## src/lps_pkg.sv

```systemverilog
`default_nettype none
package lps_pkg;

   // clock and waveform timing
   localparam int unsigned CLK_HZ = 10_000_000;
   localparam int unsigned PWM_STEPS = 256;
   localparam int unsigned IND_PWM_HZ = 97_000;
   localparam int unsigned GRP_DIM_HZ = 190;
   localparam int unsigned BLINK_BASE_HZ = 24;
   localparam int unsigned IND_STEP_RAW = CLK_HZ / (PWM_STEPS * IND_PWM_HZ);
   localparam int unsigned IND_STEP_CYCLES =
      (IND_STEP_RAW < 1) ? 1 : IND_STEP_RAW;
   localparam int unsigned DIM_STEP_RAW = CLK_HZ / (PWM_STEPS * GRP_DIM_HZ);
   localparam int unsigned DIM_STEP_CYCLES =
      (DIM_STEP_RAW < 1) ? 1 : DIM_STEP_RAW;
   localparam int unsigned BLINK_STEP_RAW =
      CLK_HZ / (PWM_STEPS * BLINK_BASE_HZ);
   localparam int unsigned BLINK_STEP_CYCLES =
      (BLINK_STEP_RAW < 1) ? 1 : BLINK_STEP_RAW;
   localparam int unsigned PRESCALE_W = 16;

   // register byte offsets
   localparam int unsigned ADDR_W = 12;
   localparam logic [11:0] ADDR_OUT_CFG = 12'h000;
   localparam logic [11:0] ADDR_LED_STATE = 12'h004;
   localparam logic [11:0] ADDR_GRP_DUTY = 12'h008;
   localparam logic [11:0] ADDR_GRP_FREQ = 12'h00C;
   localparam logic [11:0] ADDR_STATUS = 12'h010;
   localparam logic [11:0] ADDR_DUTY_BASE = 12'h040;
   localparam int unsigned DUTY_IDX_W = 4;
   localparam int unsigned MAX_CH = 16;

   // status field positions
   localparam int unsigned STATUS_PIN_LSB = 0;
   localparam int unsigned STATUS_OE_BIT = 16;

   // led state select codes
   localparam logic [1:0] LED_OFF = 2'h0;
   localparam logic [1:0] LED_ON = 2'h1;
   localparam logic [1:0] LED_IND = 2'h2;
   localparam logic [1:0] LED_IND_GRP = 2'h3;

   // disabled output state codes
   localparam logic [1:0] DIS_LOW = 2'h0;
   localparam logic [1:0] DIS_HIGH = 2'h1;
   localparam logic [1:0] DIS_FLOAT = 2'h2;

   localparam logic HRESP_OKAY = 1'b0;
   localparam logic [2:0] HSIZE_WORD = 3'h2;

   typedef struct packed {
      logic group_mode_select;
      logic [1:0] disabled_output_state;
      logic totem_pole_drive_select;
      logic output_polarity_invert;
   } lps_out_cfg_s;

   typedef struct packed {
      logic [11:0] addr;
      logic write;
      logic word;
   } lps_bus_req_s;

   typedef enum logic [1:0] {
      BUS_IDLE,
      BUS_WRITE,
      BUS_READ,
      BUS_DATA
   } lps_bus_state_e;

   // values after reset
   localparam lps_out_cfg_s OUT_CFG_RESET = '{
      group_mode_select: 1'b0,
      disabled_output_state: DIS_LOW,
      totem_pole_drive_select: 1'b1,
      output_polarity_invert: 1'b0
   };
   localparam logic [31:0] LED_STATE_RESET = 32'h0000_0000;
   localparam logic [7:0] GRP_DUTY_RESET = 8'hFF;
   localparam logic [7:0] GRP_FREQ_RESET = 8'h00;
   localparam logic [7:0] DUTY_RESET = 8'h00;

endpackage
`default_nettype wire

```

## src/lps_duty_bank.sv

```systemverilog
`timescale 1ns/100ps
`default_nettype none
module lps_duty_bank #(
   parameter int unsigned NUM_CH = 16,
   parameter int unsigned DATA_W = 8
) (
   input wire logic clk_in,
   input wire logic rst_n_in,
   input wire logic wr_en_in,
   input wire logic [lps_pkg::DUTY_IDX_W-1:0] wr_idx_in,
   input wire logic [DATA_W-1:0] wr_data_in,
   input wire logic [lps_pkg::DUTY_IDX_W-1:0] rd_idx_in,
   output logic [DATA_W-1:0] rd_data_out,
   output logic [NUM_CH*DATA_W-1:0] words_out
);
   import lps_pkg::*;

   logic [DATA_W-1:0] mem [NUM_CH];

   if (NUM_CH < 1 || NUM_CH > MAX_CH)
   begin : g_bad_ch
      $error("duty bank supports 1 to 16 channels");
   end

   always_ff @(posedge clk_in)
   begin
      if (!rst_n_in)
      begin
         for (int i = 0; i < NUM_CH; i++)
         begin
            mem[i] <= DATA_W'(DUTY_RESET);
         end
      end
      else if (wr_en_in && (32'(wr_idx_in) < NUM_CH))
      begin
         mem[wr_idx_in] <= wr_data_in;
      end
   end

   // registered read port for the bus side
   always_ff @(posedge clk_in)
   begin
      if (!rst_n_in)
      begin
         rd_data_out <= '0;
      end
      else if (32'(rd_idx_in) < NUM_CH)
      begin
         rd_data_out <= mem[rd_idx_in];
      end
      else
      begin
         rd_data_out <= '0;
      end
   end

   // every channel's duty word is presented to the compare every cycle
   always_comb
   begin
      for (int i = 0; i < NUM_CH; i++)
      begin
         words_out[i*DATA_W +: DATA_W] = mem[i];
      end
   end

endmodule
`default_nettype wire

```

## src/lps_led_output_stage.sv

```systemverilog
`timescale 1ns/100ps
`default_nettype none
// Overview of operation
// invert applies only while outputs enabled
// disabled outputs follow disabled state field
// open-drain never drives high; totem complementary
// off/on levels per invert and drive
// state 10 drives duty; invert flips
// state 11 gates duty with group
// per-channel 8-bit duty brightness waveform
// group dimming waveform from group duty
// blinking period set by frequency value
// only one group waveform at once
// host sets invert/drive for external drivers
// mode select one blinks, zero dims
// disabled codes: low, high/float, float
// active while phase below duty value
module lps_led_output_stage #(
   parameter int unsigned NUM_CH = 16
) (
   input wire logic clk_in,
   input wire logic rst_n_in,
   input wire logic hsel_in,
   input wire logic [31:0] haddr_in,
   input wire logic [1:0] htrans_in,
   input wire logic hwrite_in,
   input wire logic [2:0] hsize_in,
   input wire logic [31:0] hwdata_in,
   input wire logic hready_in,
   output logic [31:0] hrdata_out,
   output logic hreadyout_out,
   output logic hresp_out,
   input wire logic output_enable_n_in,
   input wire logic [NUM_CH-1:0] led_output_pin_in,
   output logic [NUM_CH-1:0] led_output_pin_out,
   output logic [NUM_CH-1:0] led_output_pin_oe_out
);
   import lps_pkg::*;

   if (NUM_CH < 1 || NUM_CH > MAX_CH)
   begin : g_bad_ch
      $error("output stage supports 1 to 16 channels");
   end

   function automatic logic is_duty(input logic [11:0] addr);
      logic hit;
      hit = (addr[11:6] == ADDR_DUTY_BASE[11:6]) && (addr[1:0] == 2'h0);
      return hit && (32'(addr[5:2]) < NUM_CH);
   endfunction

   function automatic logic wave_on(input logic [7:0] phase,
                                    input logic [7:0] duty);
      return phase < duty;
   endfunction

   lps_bus_state_e bus_state;
   lps_bus_req_s req;
   lps_out_cfg_s out_cfg;
   logic [31:0] led_state_select;
   logic [7:0] group_duty_value;
   logic [7:0] group_freq_value;
   logic [7:0] duty_rd;
   logic [NUM_CH*8-1:0] channel_duty_value;
   logic accept;
   logic wr_cycle;
   logic [31:0] next_rdata;
   logic oe_n_meta;
   logic oe_n_sync;
   logic [NUM_CH-1:0] pin_meta;
   logic [NUM_CH-1:0] pin_sync;
   logic [PRESCALE_W-1:0] ind_pre;
   logic [7:0] ind_phase;
   logic [PRESCALE_W-1:0] grp_pre;
   logic [PRESCALE_W-1:0] grp_limit;
   logic [7:0] freq_cnt;
   logic [7:0] grp_phase;
   logic grp_on;
   logic [NUM_CH-1:0] next_pin;
   logic [NUM_CH-1:0] next_oe;

   assign accept = hsel_in && htrans_in[1] && hready_in;
   assign wr_cycle = (bus_state == BUS_WRITE) && req.word;

   // bus sequencing: writes one wait, reads two
   always_ff @(posedge clk_in)
   begin
      if (!rst_n_in)
      begin
         bus_state <= BUS_IDLE;
         req <= '0;
         hreadyout_out <= 1'b1;
         hrdata_out <= 32'h0000_0000;
         hresp_out <= HRESP_OKAY;
      end
      else
      begin
         hresp_out <= HRESP_OKAY;
         unique case (bus_state)
            BUS_IDLE:
            begin
               if (accept)
               begin
                  req.addr <= haddr_in[11:0];
                  req.write <= hwrite_in;
                  req.word <= (hsize_in == HSIZE_WORD);
                  hreadyout_out <= 1'b0;
                  bus_state <= hwrite_in ? BUS_WRITE : BUS_READ;
               end
            end
            BUS_WRITE:
            begin
               hreadyout_out <= 1'b1;
               bus_state <= BUS_IDLE;
            end
            BUS_READ:
            begin
               bus_state <= BUS_DATA;
            end
            BUS_DATA:
            begin
               hrdata_out <= next_rdata;
               hreadyout_out <= 1'b1;
               bus_state <= BUS_IDLE;
            end
         endcase
      end
   end

   // read data; unmapped offsets read as zero
   always_comb
   begin
      next_rdata = 32'h0000_0000;
      if (is_duty(req.addr))
      begin
         next_rdata = {24'h00_0000, duty_rd};
      end
      else
      begin
         unique case (req.addr)
            ADDR_OUT_CFG:
               next_rdata = 32'(out_cfg);
            ADDR_LED_STATE:
               next_rdata = led_state_select;
            ADDR_GRP_DUTY:
               next_rdata = {24'h00_0000, group_duty_value};
            ADDR_GRP_FREQ:
               next_rdata = {24'h00_0000, group_freq_value};
            ADDR_STATUS:
            begin
               next_rdata[STATUS_PIN_LSB +: 16] = 16'(pin_sync);
               next_rdata[STATUS_OE_BIT] = oe_n_sync;
            end
            default:
               next_rdata = 32'h0000_0000;
         endcase
      end
   end

   // control registers, word writes only
   always_ff @(posedge clk_in)
   begin
      if (!rst_n_in)
      begin
         out_cfg <= OUT_CFG_RESET;
         led_state_select <= LED_STATE_RESET;
         group_duty_value <= GRP_DUTY_RESET;
         group_freq_value <= GRP_FREQ_RESET;
      end
      else if (wr_cycle)
      begin
         unique case (req.addr)
            ADDR_OUT_CFG:
               out_cfg <= lps_out_cfg_s'(hwdata_in[4:0]);
            ADDR_LED_STATE:
               led_state_select <= hwdata_in;
            ADDR_GRP_DUTY:
               group_duty_value <= hwdata_in[7:0];
            ADDR_GRP_FREQ:
               group_freq_value <= hwdata_in[7:0];
            default:
            begin
            end
         endcase
      end
   end

   lps_duty_bank #(
      .NUM_CH(NUM_CH),
      .DATA_W(8)
   ) u_duty_bank (
      .clk_in(clk_in),
      .rst_n_in(rst_n_in),
      .wr_en_in(wr_cycle && is_duty(req.addr)),
      .wr_idx_in(req.addr[5:2]),
      .wr_data_in(hwdata_in[7:0]),
      .rd_idx_in(req.addr[5:2]),
      .rd_data_out(duty_rd),
      .words_out(channel_duty_value)
   );

   // output enable and pin readback come from outside the clock domain
   always_ff @(posedge clk_in)
   begin
      if (!rst_n_in)
      begin
         oe_n_meta <= 1'b1;
         oe_n_sync <= 1'b1;
         pin_meta <= '0;
         pin_sync <= '0;
      end
      else
      begin
         oe_n_meta <= output_enable_n_in;
         oe_n_sync <= oe_n_meta;
         pin_meta <= led_output_pin_in;
         pin_sync <= pin_meta;
      end
   end

   // individual brightness phase
   // clock too slow for full rate: one phase step per cycle at most
   always_ff @(posedge clk_in)
   begin
      if (!rst_n_in)
      begin
         ind_pre <= '0;
         ind_phase <= 8'h00;
      end
      else if (ind_pre >= PRESCALE_W'(IND_STEP_CYCLES - 1))
      begin
         ind_pre <= '0;
         ind_phase <= ind_phase + 8'h01;
      end
      else
      begin
         ind_pre <= ind_pre + PRESCALE_W'(1);
      end
   end

   // mode select picks step length
   assign grp_limit = out_cfg.group_mode_select ?
      PRESCALE_W'(BLINK_STEP_CYCLES - 1) : PRESCALE_W'(DIM_STEP_CYCLES - 1);

   // one shared group phase for dim or blink
   always_ff @(posedge clk_in)
   begin
      if (!rst_n_in)
      begin
         grp_pre <= '0;
         freq_cnt <= 8'h00;
         grp_phase <= 8'h00;
      end
      else if (grp_pre >= grp_limit)
      begin
         grp_pre <= '0;
         if (!out_cfg.group_mode_select)
         begin
            freq_cnt <= 8'h00;
            grp_phase <= grp_phase + 8'h01;
         end
         else if (freq_cnt >= group_freq_value)
         begin
            freq_cnt <= 8'h00;
            grp_phase <= grp_phase + 8'h01;
         end
         else
         begin
            freq_cnt <= freq_cnt + 8'h01;
         end
      end
      else
      begin
         grp_pre <= grp_pre + PRESCALE_W'(1);
      end
   end

   // group waveform active below duty
   assign grp_on = wave_on(grp_phase, group_duty_value);

   // per channel transistor selection
   always_comb
   begin
      logic lit;
      logic low_on;
      logic high_on;
      lit = 1'b0;
      low_on = 1'b0;
      high_on = 1'b0;
      next_pin = '0;
      next_oe = '0;
      for (int i = 0; i < NUM_CH; i++)
      begin
         unique case (led_state_select[2*i +: 2])
            LED_OFF:
               lit = 1'b0;
            LED_ON:
               lit = 1'b1;
            // individual duty waveform
            LED_IND:
               lit = wave_on(ind_phase, channel_duty_value[8*i +: 8]);
            // individual gated by group
            LED_IND_GRP:
               lit = wave_on(ind_phase, channel_duty_value[8*i +: 8]) &&
                     grp_on;
         endcase
         // lit sinks unless inverted
         low_on = lit ^ out_cfg.output_polarity_invert;
         // upper only with totem pole
         high_on = !low_on && out_cfg.totem_pole_drive_select;
         if (oe_n_sync)
         begin
            // disabled state overrides
            unique case (out_cfg.disabled_output_state)
               DIS_LOW:
               begin
                  low_on = 1'b1;
                  high_on = 1'b0;
               end
               DIS_HIGH:
               begin
                  low_on = 1'b0;
                  high_on = out_cfg.totem_pole_drive_select;
               end
               default:
               begin
                  low_on = 1'b0;
                  high_on = 1'b0;
               end
            endcase
         end
         next_pin[i] = high_on;
         next_oe[i] = high_on || low_on;
      end
   end

   // pins registered; released during reset
   always_ff @(posedge clk_in)
   begin
      if (!rst_n_in)
      begin
         led_output_pin_out <= '0;
         led_output_pin_oe_out <= '0;
      end
      else
      begin
         led_output_pin_out <= next_pin;
         led_output_pin_oe_out <= next_oe;
      end
   end

endmodule
`default_nettype wire

```

## config.mk

```make
export PLATFORM = sky130hd
export DESIGN_NAME = lps_led_output_stage
export DESIGN_NICKNAME = d
export VERILOG_FILES = /design/src/lps_pkg.sv /design/src/lps_duty_bank.sv /design/src/lps_led_output_stage.sv
export SDC_FILE = /design/constraint.sdc
export NUM_CORES = 1
export LEC_CHECK = 0
export ABC_AREA = 0
export ABC_CLOCK_PERIOD_IN_PS = 4400
export BUFFER_PORTS_ARGS = -buffer_cell sky130_fd_sc_hd__clkbuf_2
export CAP_MARGIN = 20
export CORE_MARGIN = 2
export CORE_UTILIZATION = 29
export CTS_CLUSTER_DIAMETER = 40
export DETAILED_ROUTE_END_ITERATION = 10
export PLACE_DENSITY = 0.57
export SLEW_MARGIN = 20
export SYNTH_ARGS = -nofsm -noshare
export SYNTH_HDL_FRONTEND = slang
export SYNTH_SLANG_ARGS = --single-unit
```

## constraint.sdc

```tcl
create_clock -name clk_in -period 4.4 [get_ports clk_in]
set_clock_uncertainty 0.2 [all_clocks]
set_input_delay 0.22 -clock clk_in [delete_from_list [all_inputs] [get_ports clk_in]]
set_output_delay 0.22 -clock clk_in [all_outputs]
set_load 0.03 [all_outputs]
```

==> results of run 1 <==
==> kinds of logic after synthesis <==
group / after synthesis
AOI/OAI and AO/OA: 298
xor gates and xnor gates: 18
adders and majority gates: 137
buffers and inverters: 222
DFF: 343
muxes: 93
other: 1
and+or+nand+nor: 581
==> final cells by class <==
class / count / area (sq um)
Fill cell: 5824 / 37350
Clock inverter: 38 / 440.4
Timing Repair Buffer: 247 / 1689
Sequential cell: 343 / 8149
Inverter: 135 / 508.0
Tap cell: 773 / 967.2
Antenna cell: 4 / 10.01
Clock buffer: 62 / 1436
Multi-Input combinational cell: 1132 / 8249
==> cell usage after synthesis, drive strengths merged, types with 26 or more instances <==
cell type	number	area share, %
mux2i	52	3.0
nand3	45	1.3
and2	153	5.6
edfxtp	128	22
a21oi	120	3.5
o21ai	42	1.2
clkbuf	67	1.5
a22oi	26	1.1
inv	135	2.9
ha	137	10
nand2	161	3.5
mux4	40	5.2
dfxtp	215	25
nor2	94	2.1
and3	33	1.2
==> layout by cell type, fill, tap and decap left out, types with 52 or more instances in the layout <==
cell	count
dfxtp_1	214
nand2_1	161
and2_1	152
ha_1	137
inv_1	134
clkbuf_2	134
edfxtp_1	128
a21oi_1	120
nor2_1	94
dlygate4sd3_1	68
clkbuf_16	55
mux2i_1	52
==> routing by layer <==
layer,track usage (%),vias to the layer above,wire length (um)
met3,3.006,98,3110
li1,-,6435,-
met1,20.94,6484,22130
met4,6.006,2,1539
met5,0,-,13
met2,28.97,363,25030
==> per-stage QoR <==
step,cells,setup slack [ps]
4_1_cts,2729,736.7
3_3_place_gp,2561,828.1
2_1_floorplan,1697,1254
6_report,2734,780.2
5_1_grt,2732,531.2
3_5_place_dp,2561,769.9
==> power breakdown <==
group | leakage, uW | total, uW | internal (uW) | switching, uW
sequential | 0.00307 | 3440 | 3370 | 62.9
combinational | 0.00506 | 532 | 213 | 319
clock | 0.000912 | 4330 | 2700 | 1630
==> worst max path at each step <==
stage	from	to	slack, ps
after floorplan	req[13]	u_duty_bank.mem[15][0]	1250
after global placement	req[13]	u_duty_bank.mem[12][7]	830
after CTS	req[13]	u_duty_bank.mem[12][3]	740
after global routing	req[13]	u_duty_bank.mem[12][5]	530
after detailed placement	req[13]	u_duty_bank.mem[12][7]	770
final	req[13]	u_duty_bank.mem[12][3]	780
==> critical path, delay by kind of cell, from the launching register on <==
family           cells  cell delay, ps
AND/OR/NAND/NOR      6            2760
flip-flops           1             300
==> flip-flops by register name (all words and copies together), names as in the netlist, 8 cells and up <==
signal                   flops
u_duty_bank.mem            128
led_output_pin_oe_out       16
grp_pre                     16
group_freq_value             8
u_duty_bank.rd_data_out      8
group_duty_value             8
pin_sync                    16
pin_meta                    16
grp_phase                    8
hrdata_out                  32
led_state_select            32
ind_phase                    8
led_output_pin_out          16
req                         13
freq_cnt                     8
==> parameters.txt, run 1 <==
Parameter                              Value

Outcome
  Outcome ... completed

Synth
  Part of the Yosys area used for sequential elements ... 47.34%
  Synthesized area per cell ... 10.17 sq um
  Most used flip-flop cell after synthesis ... dfxtp_1
  Multiplexer area fraction after synthesis ... 8.324%
  Post-synthesis share of cell area spent on and, or, nand and nor gates ... 17.39%
  Combinational family with the most area after synthesis ... simple AND/OR/NAND/NOR gates
  Number of standard cells after synthesis ... 1693
  Distinct cell type count of the synthesized netlist ... 59
  Number of enable-type register cells in the synthesized netlist ... 128
  Compound-gate portion of the synthesized area ... 11.09%
  Number of warnings issued by yosys ... 0
  Mapped Area ... 17210 sq um
  XOR/XNOR Fraction of Synth Area ... 0.9160%
  Synthesized flop and latch total ... 343
  Adder and majority cell fraction of the synthesized area ... 9.959%
  Async SR Flop Fraction ... 0%

Worst setup path
  Most frequent cell on the critical path ... or4_1
  Worst path slowest cell ... or4_1
  Cell chain of the critical path ... or4_1 > or4_1 > nor3_4 > nand3_2 > nor3_2 > nand2b_1
  Classification of the worst setup path ... reg -> reg
  Internal reg-to-reg setup slack ... 780 ps
  Highest net fanout along the worst path ... 17
  Worst endpoint data arrival time ... 3650 ps
  Crit. End Element ... register
  Capture instance of the worst register-to-register path ... u_duty_bank.mem[12][3]
  CP required ... 4430 ps
  Crit-path max cell delay ... 790 ps
  Depth of the worst register-to-register path ... 6
  Startpoint of the lowest-slack register-to-register path ... req[13]
  Startpoint types ... register

Placement
  Instance area after placement ... 18870 sq um
  PortBufs ... 134
  Placer Congestion ... 0.9150
  Final HPWL from detailed placement ... 37870 um

Hold path
  Class of the tightest hold or removal check ... in -> reg
  Hold Path Sink ... req[8]
  Startpoint of the worst hold path ... hready_in
  Cells on Worst Hold Path ... 5

Clock network
  Clock slew at reported path FFs ... 50 ps
  Clock sink count ... 343
  CTS H-Tree Depth ... 2
  Hold buffer count at CTS ... 68
  Resize count post-CTS ... 0
  TritonCTS buffer count ... 54
  Clock root cell ... clkbuf_16
  Largest buffer count on any clock path ... 3
  Skew-Pair Late Insertion Delay ... 590 ps
  CTS tree ... built
  Setup Buffers After CTS ... 0

Route
  Via density ... 4.895
  Mean routed wirelength per cell ... 18.95 um
  WL final ... 51820 um
  Count of routing violations after the opening detailed-route iteration ... 764
  Number of routed nets with antenna violations ... 0
  First-pass detailed-route iteration total ... 5
  Via count ... 13382
  Post-route DRC violation count ... 0

Die
  Effective utilization at floorplan ... 29.27%
  Core area ... 58800 sq um
  Total I/O pin count ... 157
  Number of rows created at floorplan ... 89
  Die area ... 61320 sq um
  Height of the chip ... 247.6 um
  Die Width ... 247.6 um

STA
  Final setup fails ... 0
  Setup TNS Final ... 0 ps
  Rel. slew slack ... 23.87%
  Final hold violations ... 0
  Final Cycle Share ... 82.27%
  Setup repair after global routing missed its margin ... false
  Final Max Slew Viols ... 0
  Crit path time final ... 3620 ps
  Max frequency ... 0.2763 GHz
  Final Hold Slack ... 7.268 ps
  Slew at the pin closest to its max-slew limit ... 1138 ps

Flow run
  Max-capacitance violation count ... 0

Global routing
  Via count of the first global-routing pass ... 13277
  Maximum number of pins on one net before global-route repair ... 54
  Overflow after GRT ... 0
  Total GRT Usage ... 16.78%
  Wire length of the first global-routing pass ... 78030 um
  Number of antenna violations at the first check in global routing ... 6

Power and ir drop
  Leakage power total ... 0.009044 uW
  Worst IR drop on VDD ... 0.4092 mV
  Power density over cell area ... 386.9 nW/um^2
  Total power of the final layout ... 8298 uW

Layout
  Utilization after layout ... 36.48%
  Fraction of final layout cells sized beyond drive strength 1 ... 17.22%
  Area growth, synth to finish ... 24.62%
  Number of nets in the layout ... 2141
  Final design area excluding fillers ... 21450 sq um
No activity file was read; power rests on OpenSTA's default activity.
==> run 2, diff against run 1 <==
--- a/config.mk
+++ b/config.mk
@@ -6,14 +6,14 @@
 export NUM_CORES = 1
 export LEC_CHECK = 0
 export ABC_AREA = 0
-export ABC_CLOCK_PERIOD_IN_PS = 4400
+export ABC_CLOCK_PERIOD_IN_PS = 3050
 export BUFFER_PORTS_ARGS = -buffer_cell sky130_fd_sc_hd__clkbuf_2
 export CAP_MARGIN = 20
 export CORE_MARGIN = 2
 export CORE_UTILIZATION = 29
 export CTS_CLUSTER_DIAMETER = 40
 export DETAILED_ROUTE_END_ITERATION = 10
-export PLACE_DENSITY = 0.57
+export PLACE_DENSITY = 0.58
 export SLEW_MARGIN = 20
 export SYNTH_ARGS = -nofsm -noshare
 export SYNTH_HDL_FRONTEND = slang
==> constraint.sdc (replaced) <==
create_clock -name clk_in -period 3.05 [get_ports clk_in]
set_clock_uncertainty 0.2 [all_clocks]
set_input_delay 0.1525 -clock clk_in [delete_from_list [all_inputs] [get_ports clk_in]]
set_output_delay 0.1525 -clock clk_in [all_outputs]
set_load 0.03 [all_outputs]
==> run 2 against run 1 <==
Critical path depth is 1 higher. Sequential cell count stayed put. Final cell count is 2.2% higher. Design area is 3.1% higher. Power is 49% higher. First-iteration DRC count is 22% higher. Largest cell class unchanged.
==> parameters.txt, run 2 (same netlist as run 1, synthesis figures left out) <==
Parameter                              Value

STA
  Final Cycle Share ... 96.56% (+14 points)
  Rel. slew slack ... 23.66% (-0.21 points)
  Final Max Slew Viols ... 0 (unchanged)
  Slew at the pin closest to its max-slew limit ... 1142 ps (+4.538 ps)
  Final setup fails ... 0 (unchanged)
  Crit path time final ... 2945 ps (-674.7 ps)
  Final Hold Slack ... 38.48 ps (+31.21 ps)
  Setup TNS Final ... 0 ps (unchanged)
  Final hold violations ... 0 (unchanged)
  Max frequency ... 0.3396 GHz (+23%)
  Setup repair after global routing missed its margin ... true

Layout
  Number of fill cells in the layout ... 5753 (-1.2%)
  Max FFs per register ... 128 (unchanged)
  Number of nets in the layout ... 2200 (+2.8%)
  Register name with the most flops ... u_duty_bank.mem
  Area growth, synth to finish ... 28.52%
  Most frequent cells in the layout ... dfxtp_1 (214), nand2_1 (161), and2_1 (152), ha_1 (137)
  Most common cell after layout, fill and taps aside ... dfxtp_1
  Biggest registers after layout ... u_duty_bank.mem x128, hrdata_out x32, led_state_select x32
  Number of diodes ... 0 (-4)
  Fraction of final layout cells sized beyond drive strength 1 ... 19.59% (+2.4 points)

Die
  Die Width ... 247.6 um (unchanged)
  Die area ... 61320 sq um (unchanged)
  Effective utilization at floorplan ... 29.27% (unchanged)
  Total I/O pin count ... 157 (unchanged)
  Core area ... 58800 sq um (unchanged)
  Height of the chip ... 247.6 um (unchanged)
  Number of rows created at floorplan ... 89 (unchanged)

Route
  Met3 wire length ... 2796 um (-10%)
  Mean routed wirelength per cell ... 19.29 um (+1.8%)
  Via density ... 4.909 (+0.30%)
  Highest metal layer with signal wires ... met5
  Wl on met1 ... 23530 um (+6.3%)
  Routed met2 length ... 25860 um (+3.3%)
  First-pass detailed-route iteration total ... 5 (unchanged)
  Via count ... 13717 (+2.5%)
  WL final ... 53910 um (+4.0%)
  Count of routing violations after the opening detailed-route iteration ... 931 (+22%)
  Post-route DRC violation count ... 0 (unchanged)
  Number of routed nets with antenna violations ... 0 (unchanged)

Power and ir drop
  Leakage power total ... 0.009369 uW (+3.6%)
  Worst IR drop on VDD ... 0.3940 mV (-3.7%)
  Power density over cell area ... 558.0 nW/um^2 (+44%)
  Total power of the final layout ... 12340 uW (+49%)

Outcome
  Outcome ... completed

Worst setup path
  Most frequent cell on the critical path ... buf_4
  Depth of the worst register-to-register path ... 7 (+1)
  Worst endpoint data arrival time ... 3050 ps (-600 ps)
  Worst path slowest cell ... or4_1
  Startpoint of the lowest-slack register-to-register path ... req[13]
  Capture instance of the worst register-to-register path ... u_duty_bank.mem[2][7]
  Internal reg-to-reg setup slack ... 100 ps (-680 ps)
  Classification of the worst setup path ... reg -> reg
  Cell chain of the critical path ... or4_1 > or4_4 > buf_4 > or3_1 > nor3_2 > nand2b_1 > buf_4
  Crit-path max cell delay ... 550 ps (-240 ps)
  Start point of the critical path ... req[13]
  Startpoint types ... register
  Crit. End Element ... register
  Highest net fanout along the worst path ... 5 (-12)
  CP required ... 3160 ps (-1270 ps)

Hold path
  Cells on Worst Hold Path ... 3 (-2)
  Class of the tightest hold or removal check ... in -> reg
  Startpoint of the worst hold path ... hwdata_in[5]
  Hold Path Sink ... led_state_select[5]

Global routing
  Overflow after GRT ... 0 (unchanged)
  Number of antenna violations at the first check in global routing ... 5 (-1)
  Maximum number of pins on one net before global-route repair ... 81 (+50%)
  Wire length of the first global-routing pass ... 81180 um (+4.0%)
  Total GRT Usage ... 17.47% (+0.69 points)
  Via count of the first global-routing pass ... 13615 (+2.5%)

Clock network
  Clock sink count ... 343 (unchanged)
  Clock root cell ... clkbuf_16
  Largest buffer count on any clock path ... 3 (unchanged)
  TritonCTS buffer count ... 58 (+7.4%)
  CTS H-Tree Depth ... 2 (unchanged)
  Skew-Pair Late Insertion Delay ... 620 ps (+30 ps)
  CTS tree ... built
  Clock slew at reported path FFs ... 60 ps (about the same)

Flow run
  Max-capacitance violation count ... 0 (unchanged)

Placement
  Final HPWL from detailed placement ... 38960 um (+2.9%)
  Placer Congestion ... 0.9284 (+1.5%)
  PortBufs ... 134 (unchanged)
## run 2: changes by cell type in the layout (fill, tap and decap cells not counted), sizes merged
cell,delta
buf,+46
bufinv,-1
clkinv,+2
clkinvlp,+3
diode,-4
dlygate4sd3,+9
inv,+5
## run 2: final cells by class
type / instances / area, sq um / area share (%)
multi-input combinational: 1132 / 8288 / 37.47
sequential: 343 / 8149 / 36.84
timing repair buffer: 302 / 2225 / 10.06
clock buffer: 62 / 1476 / 6.675
tap: 773 / 967.2 / 4.372
inverter: 135 / 508.0 / 2.297
clock inverter: 47 / 506.7 / 2.291
## run 2: critical path, delay by kind of cell (launching register included)
family	cells	cell delay [ps]
buffers and inverters	2	330
flip-flops	1	310
AND/OR/NAND/NOR	5	1810
## run 2: where the power goes
part	total (uW)	switching, uW	internal, uW
Clock	6550	2580	3980
Sequential	4950	85.8	4870
Combinational	836	488	348
Total	12300	3150	9190
## run 2: repair_timing
item                                    in CTS  in global routing
pin swaps                                    0                  1
hold buffers                                77                  0
endpoints found under the hold margin       64                  0
endpoints found under the setup margin       2                167
resized for setup                            2                  4
setup buffers                                0                  0
## run 2: metal layers
| metal | GRT usage, % | vias to the layer above |
|---|---|---|
| li1 | - | 6558 |
| met1 | 22.45 | 6631 |
| met2 | 29.66 | 407 |
| met3 | 2.844 | 111 |
| met4 | 6.076 | 10 |
| met5 | 0 | - |
## run 2: metrics by stage
stage	setup WS, ps	cells	area (sq um)	utilization (%)
2_1_floorplan	-95.86	1697	17230	-
3_3_place_gp	23.69	2608	19330	32.87
3_5_place_dp	35.56	2608	19330	32.87
4_1_cts	14.96	2794	22110	37.60
5_1_grt	-2.433	2794	22120	37.62
6_report	105.0	2794	22120	37.62
## run 2: worst max path at each step
stage,endpoint,slack (ps),depth (start not counted)
after global placement,u_duty_bank.mem[4][6],20,7
after CTS,u_duty_bank.mem[2][7],10,7
after global routing,u_duty_bank.mem[2][7],-2,7
after floorplan,u_duty_bank.mem[15][0],-100,6
final,u_duty_bank.mem[2][7],100,7
after detailed placement,u_duty_bank.mem[2][5],40,7
==> run 3, diff against run 2 <==
--- a/config.mk
+++ b/config.mk
@@ -5,7 +5,7 @@
 export SDC_FILE = /design/constraint.sdc
 export NUM_CORES = 1
 export LEC_CHECK = 0
-export ABC_AREA = 0
+export ABC_AREA = 1
 export ABC_CLOCK_PERIOD_IN_PS = 3050
 export BUFFER_PORTS_ARGS = -buffer_cell sky130_fd_sc_hd__clkbuf_2
 export CAP_MARGIN = 20
==> run 3 against run 2 <==
Fmax grew 10%. Sequential cell count unchanged. Register-to-register slack better by 270 ps. Largest power group unchanged. Combinational power grew 9.7%.
==> parameters.txt, run 3 <==
Parameter                              Value

Power and ir drop
  Total power of the final layout ... 11730 uW (-5.0%)
  Power density over cell area ... 548.7 nW/um^2 (-1.7%)
  Worst IR drop on VDD ... 0.3751 mV (-4.8%)
  Leakage power total ... 0.009814 uW (+4.7%)

Clock network
  CTS H-Tree Depth ... 2 (unchanged)
  TritonCTS buffer count ... 50 (-14%)
  Largest buffer count on any clock path ... 3 (unchanged)
  Clock slew at reported path FFs ... 60 ps (about the same)
  CTS tree ... built
  Clock root cell ... clkbuf_16
  Setup Buffers After CTS ... 0 (unchanged)
  Resize count post-CTS ... 0 (-2)
  Clock sink count ... 343 (unchanged)
  Skew-Pair Late Insertion Delay ... 590 ps (-30 ps)

STA
  Final setup fails ... 0 (unchanged)
  Setup TNS Final ... 0 ps (unchanged)
  Final Max Slew Viols ... 0 (unchanged)
  Max frequency ... 0.3744 GHz (+10%)
  Final hold violations ... 0 (unchanged)
  Slew at the pin closest to its max-slew limit ... 980.1 ps (-162.2 ps)
  Crit path time final ... 2671 ps (-274.0 ps)
  Setup repair after global routing missed its margin ... false
  Final Cycle Share ... 87.58% (-9.0 points)
  Rel. slew slack ... 34.26% (+11 points)

Worst setup path
  CP required ... 3090 ps (-70 ps)
  Depth of the worst register-to-register path ... 9 (+2)
  Cell chain of the critical path ... nor2_1 > nand2_1 > nor4_4 > inv_2 > nor3_4 > inv_2 > nor2_1 > nand2_1 > nand2_1
  Crit-path max cell delay ... 330 ps (-220 ps)
  Worst path slowest cell ... nand2_1
  Crit. End Element ... register
  Worst endpoint data arrival time ... 2710 ps (-340 ps)
  Classification of the worst setup path ... reg -> reg
  Startpoint types ... register
  Most frequent cell on the critical path ... nand2_1
  Startpoint of the lowest-slack register-to-register path ... req[10]
  Start point of the critical path ... req[10]
  Highest net fanout along the worst path ... 9 (+4)

Route
  Routed met2 length ... 25510 um (-1.4%)
  Met3 wire length ... 3798 um (+36%)
  Highest metal layer with signal wires ... met4
  Via count ... 15608 (+14%)
  Wl on met1 ... 23470 um (-0.25%)
  Post-route DRC violation count ... 0 (unchanged)
  WL final ... 54940 um (+1.9%)
  Mean routed wirelength per cell ... 17.25 um (-11%)
  First-pass detailed-route iteration total ... 5 (unchanged)
  Count of routing violations after the opening detailed-route iteration ... 1154 (+24%)
  Via density ... 4.899 (-0.21%)
  Number of routed nets with antenna violations ... 0 (unchanged)

Die
  Die Width ... 247.3 um (-0.14%)
  Number of rows created at floorplan ... 89 (unchanged)
  Core area ... 58800 sq um (unchanged)
  Die area ... 61150 sq um (-0.27%)
  Height of the chip ... 247.3 um (-0.14%)
  Total I/O pin count ... 157 (unchanged)
  Effective utilization at floorplan ... 29.19% (-0.081 points)

Layout
  Most frequent cells in the layout ... nand2_1 (505), inv_1 (258), nor2_1 (256), dfxtp_1 (215), a21oi_1 (166)
  Number of diodes ... 0 (unchanged)
  Fraction of final layout cells sized beyond drive strength 1 ... 11.89% (-7.7 points)
  Max FFs per register ... 128 (unchanged)
  Area growth, synth to finish ... 24.53%
  Final design area excluding fillers ... 21370 sq um (-3.4%)
  Biggest registers after layout ... u_duty_bank.mem x128, hrdata_out x32, led_state_select x32
  Register name with the most flops ... u_duty_bank.mem
  Number of nets in the layout ... 2599 (+18%)
  Most common cell after layout, fill and taps aside ... nand2_1

Synth
  Synthesized flop and latch total ... 343 (unchanged)
  Number of warnings issued by yosys ... 0 (unchanged)
  Async SR Flop Fraction ... 0% (unchanged)
  Number of enable-type register cells in the synthesized netlist ... 128 (unchanged)
  Part of the Yosys area used for sequential elements ... 47.47% (+0.13 points)
  Mapped Area ... 17160 sq um (-0.28%)
  Most used flip-flop cell after synthesis ... dfxtp_1
  Ranking of synthesized cells by instance count ... nand2_1 (505), inv_1 (259), nor2_1 (257), dfxtp_1 (215), a21oi_1 (166)
  Distinct cell type count of the synthesized netlist ... 38 (-36%)
  Area share of the largest cell type after synthesis ... 25.08% (+0.069 points)
  Top cells by area in the synthesized netlist ... dfxtp_1 (25%), edfxtp_1 (22%), nand2_1 (11%)
  Most instantiated library cell after synthesis ... nand2_1
  Leading area contributor after synthesis ... dfxtp_1
  Number of standard cells after synthesis ... 2146 (+27%)
  Synthesized area per cell ... 7.998 sq um (-21%)

Hold path
  Class of the tightest hold or removal check ... in -> reg
  Cells on Worst Hold Path ... 4 (+1)
  Startpoint of the worst hold path ... led_output_pin_in[7]

Placement
  PortBufs ... 134 (unchanged)
  Placer Congestion ... 0.9063 (-2.4%)
  Final HPWL from detailed placement ... 38810 um (-0.39%)
  Instance area after placement ... 18950 sq um (-1.9%)

Flow run
  Max-capacitance violation count ... 0 (unchanged)

Global routing
  Maximum number of pins on one net before global-route repair ... 163 (+100%)
  Wire length of the first global-routing pass ... 82720 um (+1.9%)
  Number of antenna violations at the first check in global routing ... 0 (-5)
  Overflow after GRT ... 0 (unchanged)
  Total GRT Usage ... 17.66% (+0.19 points)
  Via count of the first global-routing pass ... 15090 (+11%)

Outcome
  Outcome ... completed
## run 3: cell types whose count changed in the layout (fill, tap and decap cells not counted), sizes merged, moves of 49 or more
| cell | previous run | this run |
|---|---|---|
| nand2 | 161 | 505 |
| mux2i | 52 | 0 |
| and2 | 153 | 0 |
| nand3 | 45 | 94 |
| inv | 156 | 276 |
| nor2 | 94 | 257 |
| o21ai | 42 | 135 |
## run 3: worst max-delay path: cells and delay by family, from the launching register on
| kind | cells | cell delay, ps |
|---|---|---|
| simple gates | 7 | 1620 |
| flops | 1 | 300 |
| buf+inv | 2 | 220 |
## run 3: area by class of cell
type,instances,area (sq um)
clock inverter,28,285.3
sequential,343,8148
clock buffer,66,1455
inverter,272,1021
timing repair buffer,251,1797
fill,5995,37420
multi-input combinational,1453,7701
tap,773,967.2
## run 3: worst paths after layout
check                               end  slack (ps)
setup / recovery  u_duty_bank.mem[5][4]         380
hold / removal              pin_meta[7]         100
setup reg to reg  u_duty_bank.mem[5][4]         380
hold reg to reg             pin_sync[2]         210
## run 3: report_power, final
part           switching [uW]  internal (uW)
Sequential               61.6           4880
Clock                    2280           3600
Combinational             614            303
## run 3: logic make-up after synthesis
family	share of synthesized area, %
AO/OA/AOI/OAI	12.75
XOR/XNOR	0.6123
adder cells (fa/ha/maj)	9.987
buffers and inverters	7.763
flip-flops	47.47
other	0.02185
AND/OR/NAND/NOR	21.40
## run 3: per-stage QoR
step	util, %	hold slack (ps)	setup WS, ps	std cells
final	36.35	103.2	378.9	3186
after global routing	36.35	93.21	172.4	3186
after CTS	36.35	77.49	410.3	3186
after detailed placement	32.24	142.6	423.7	3024
after global placement	32.24	142.1	476.0	3024
after floorplan	-	45.29	518.2	2150
## run 3: metal layers
layer,vias to the layer above,global-route usage (%)
li1,7558,-
met1,7376,22.24
met2,549,29.08
met3,125,3.506
met4,0,8.066
met5,-,0
## run 3: timing repair
action                                 CTS  global route
setup endpoints to repair                0             0
hold buffers                            68             0
endpoints found under the hold margin   73             0
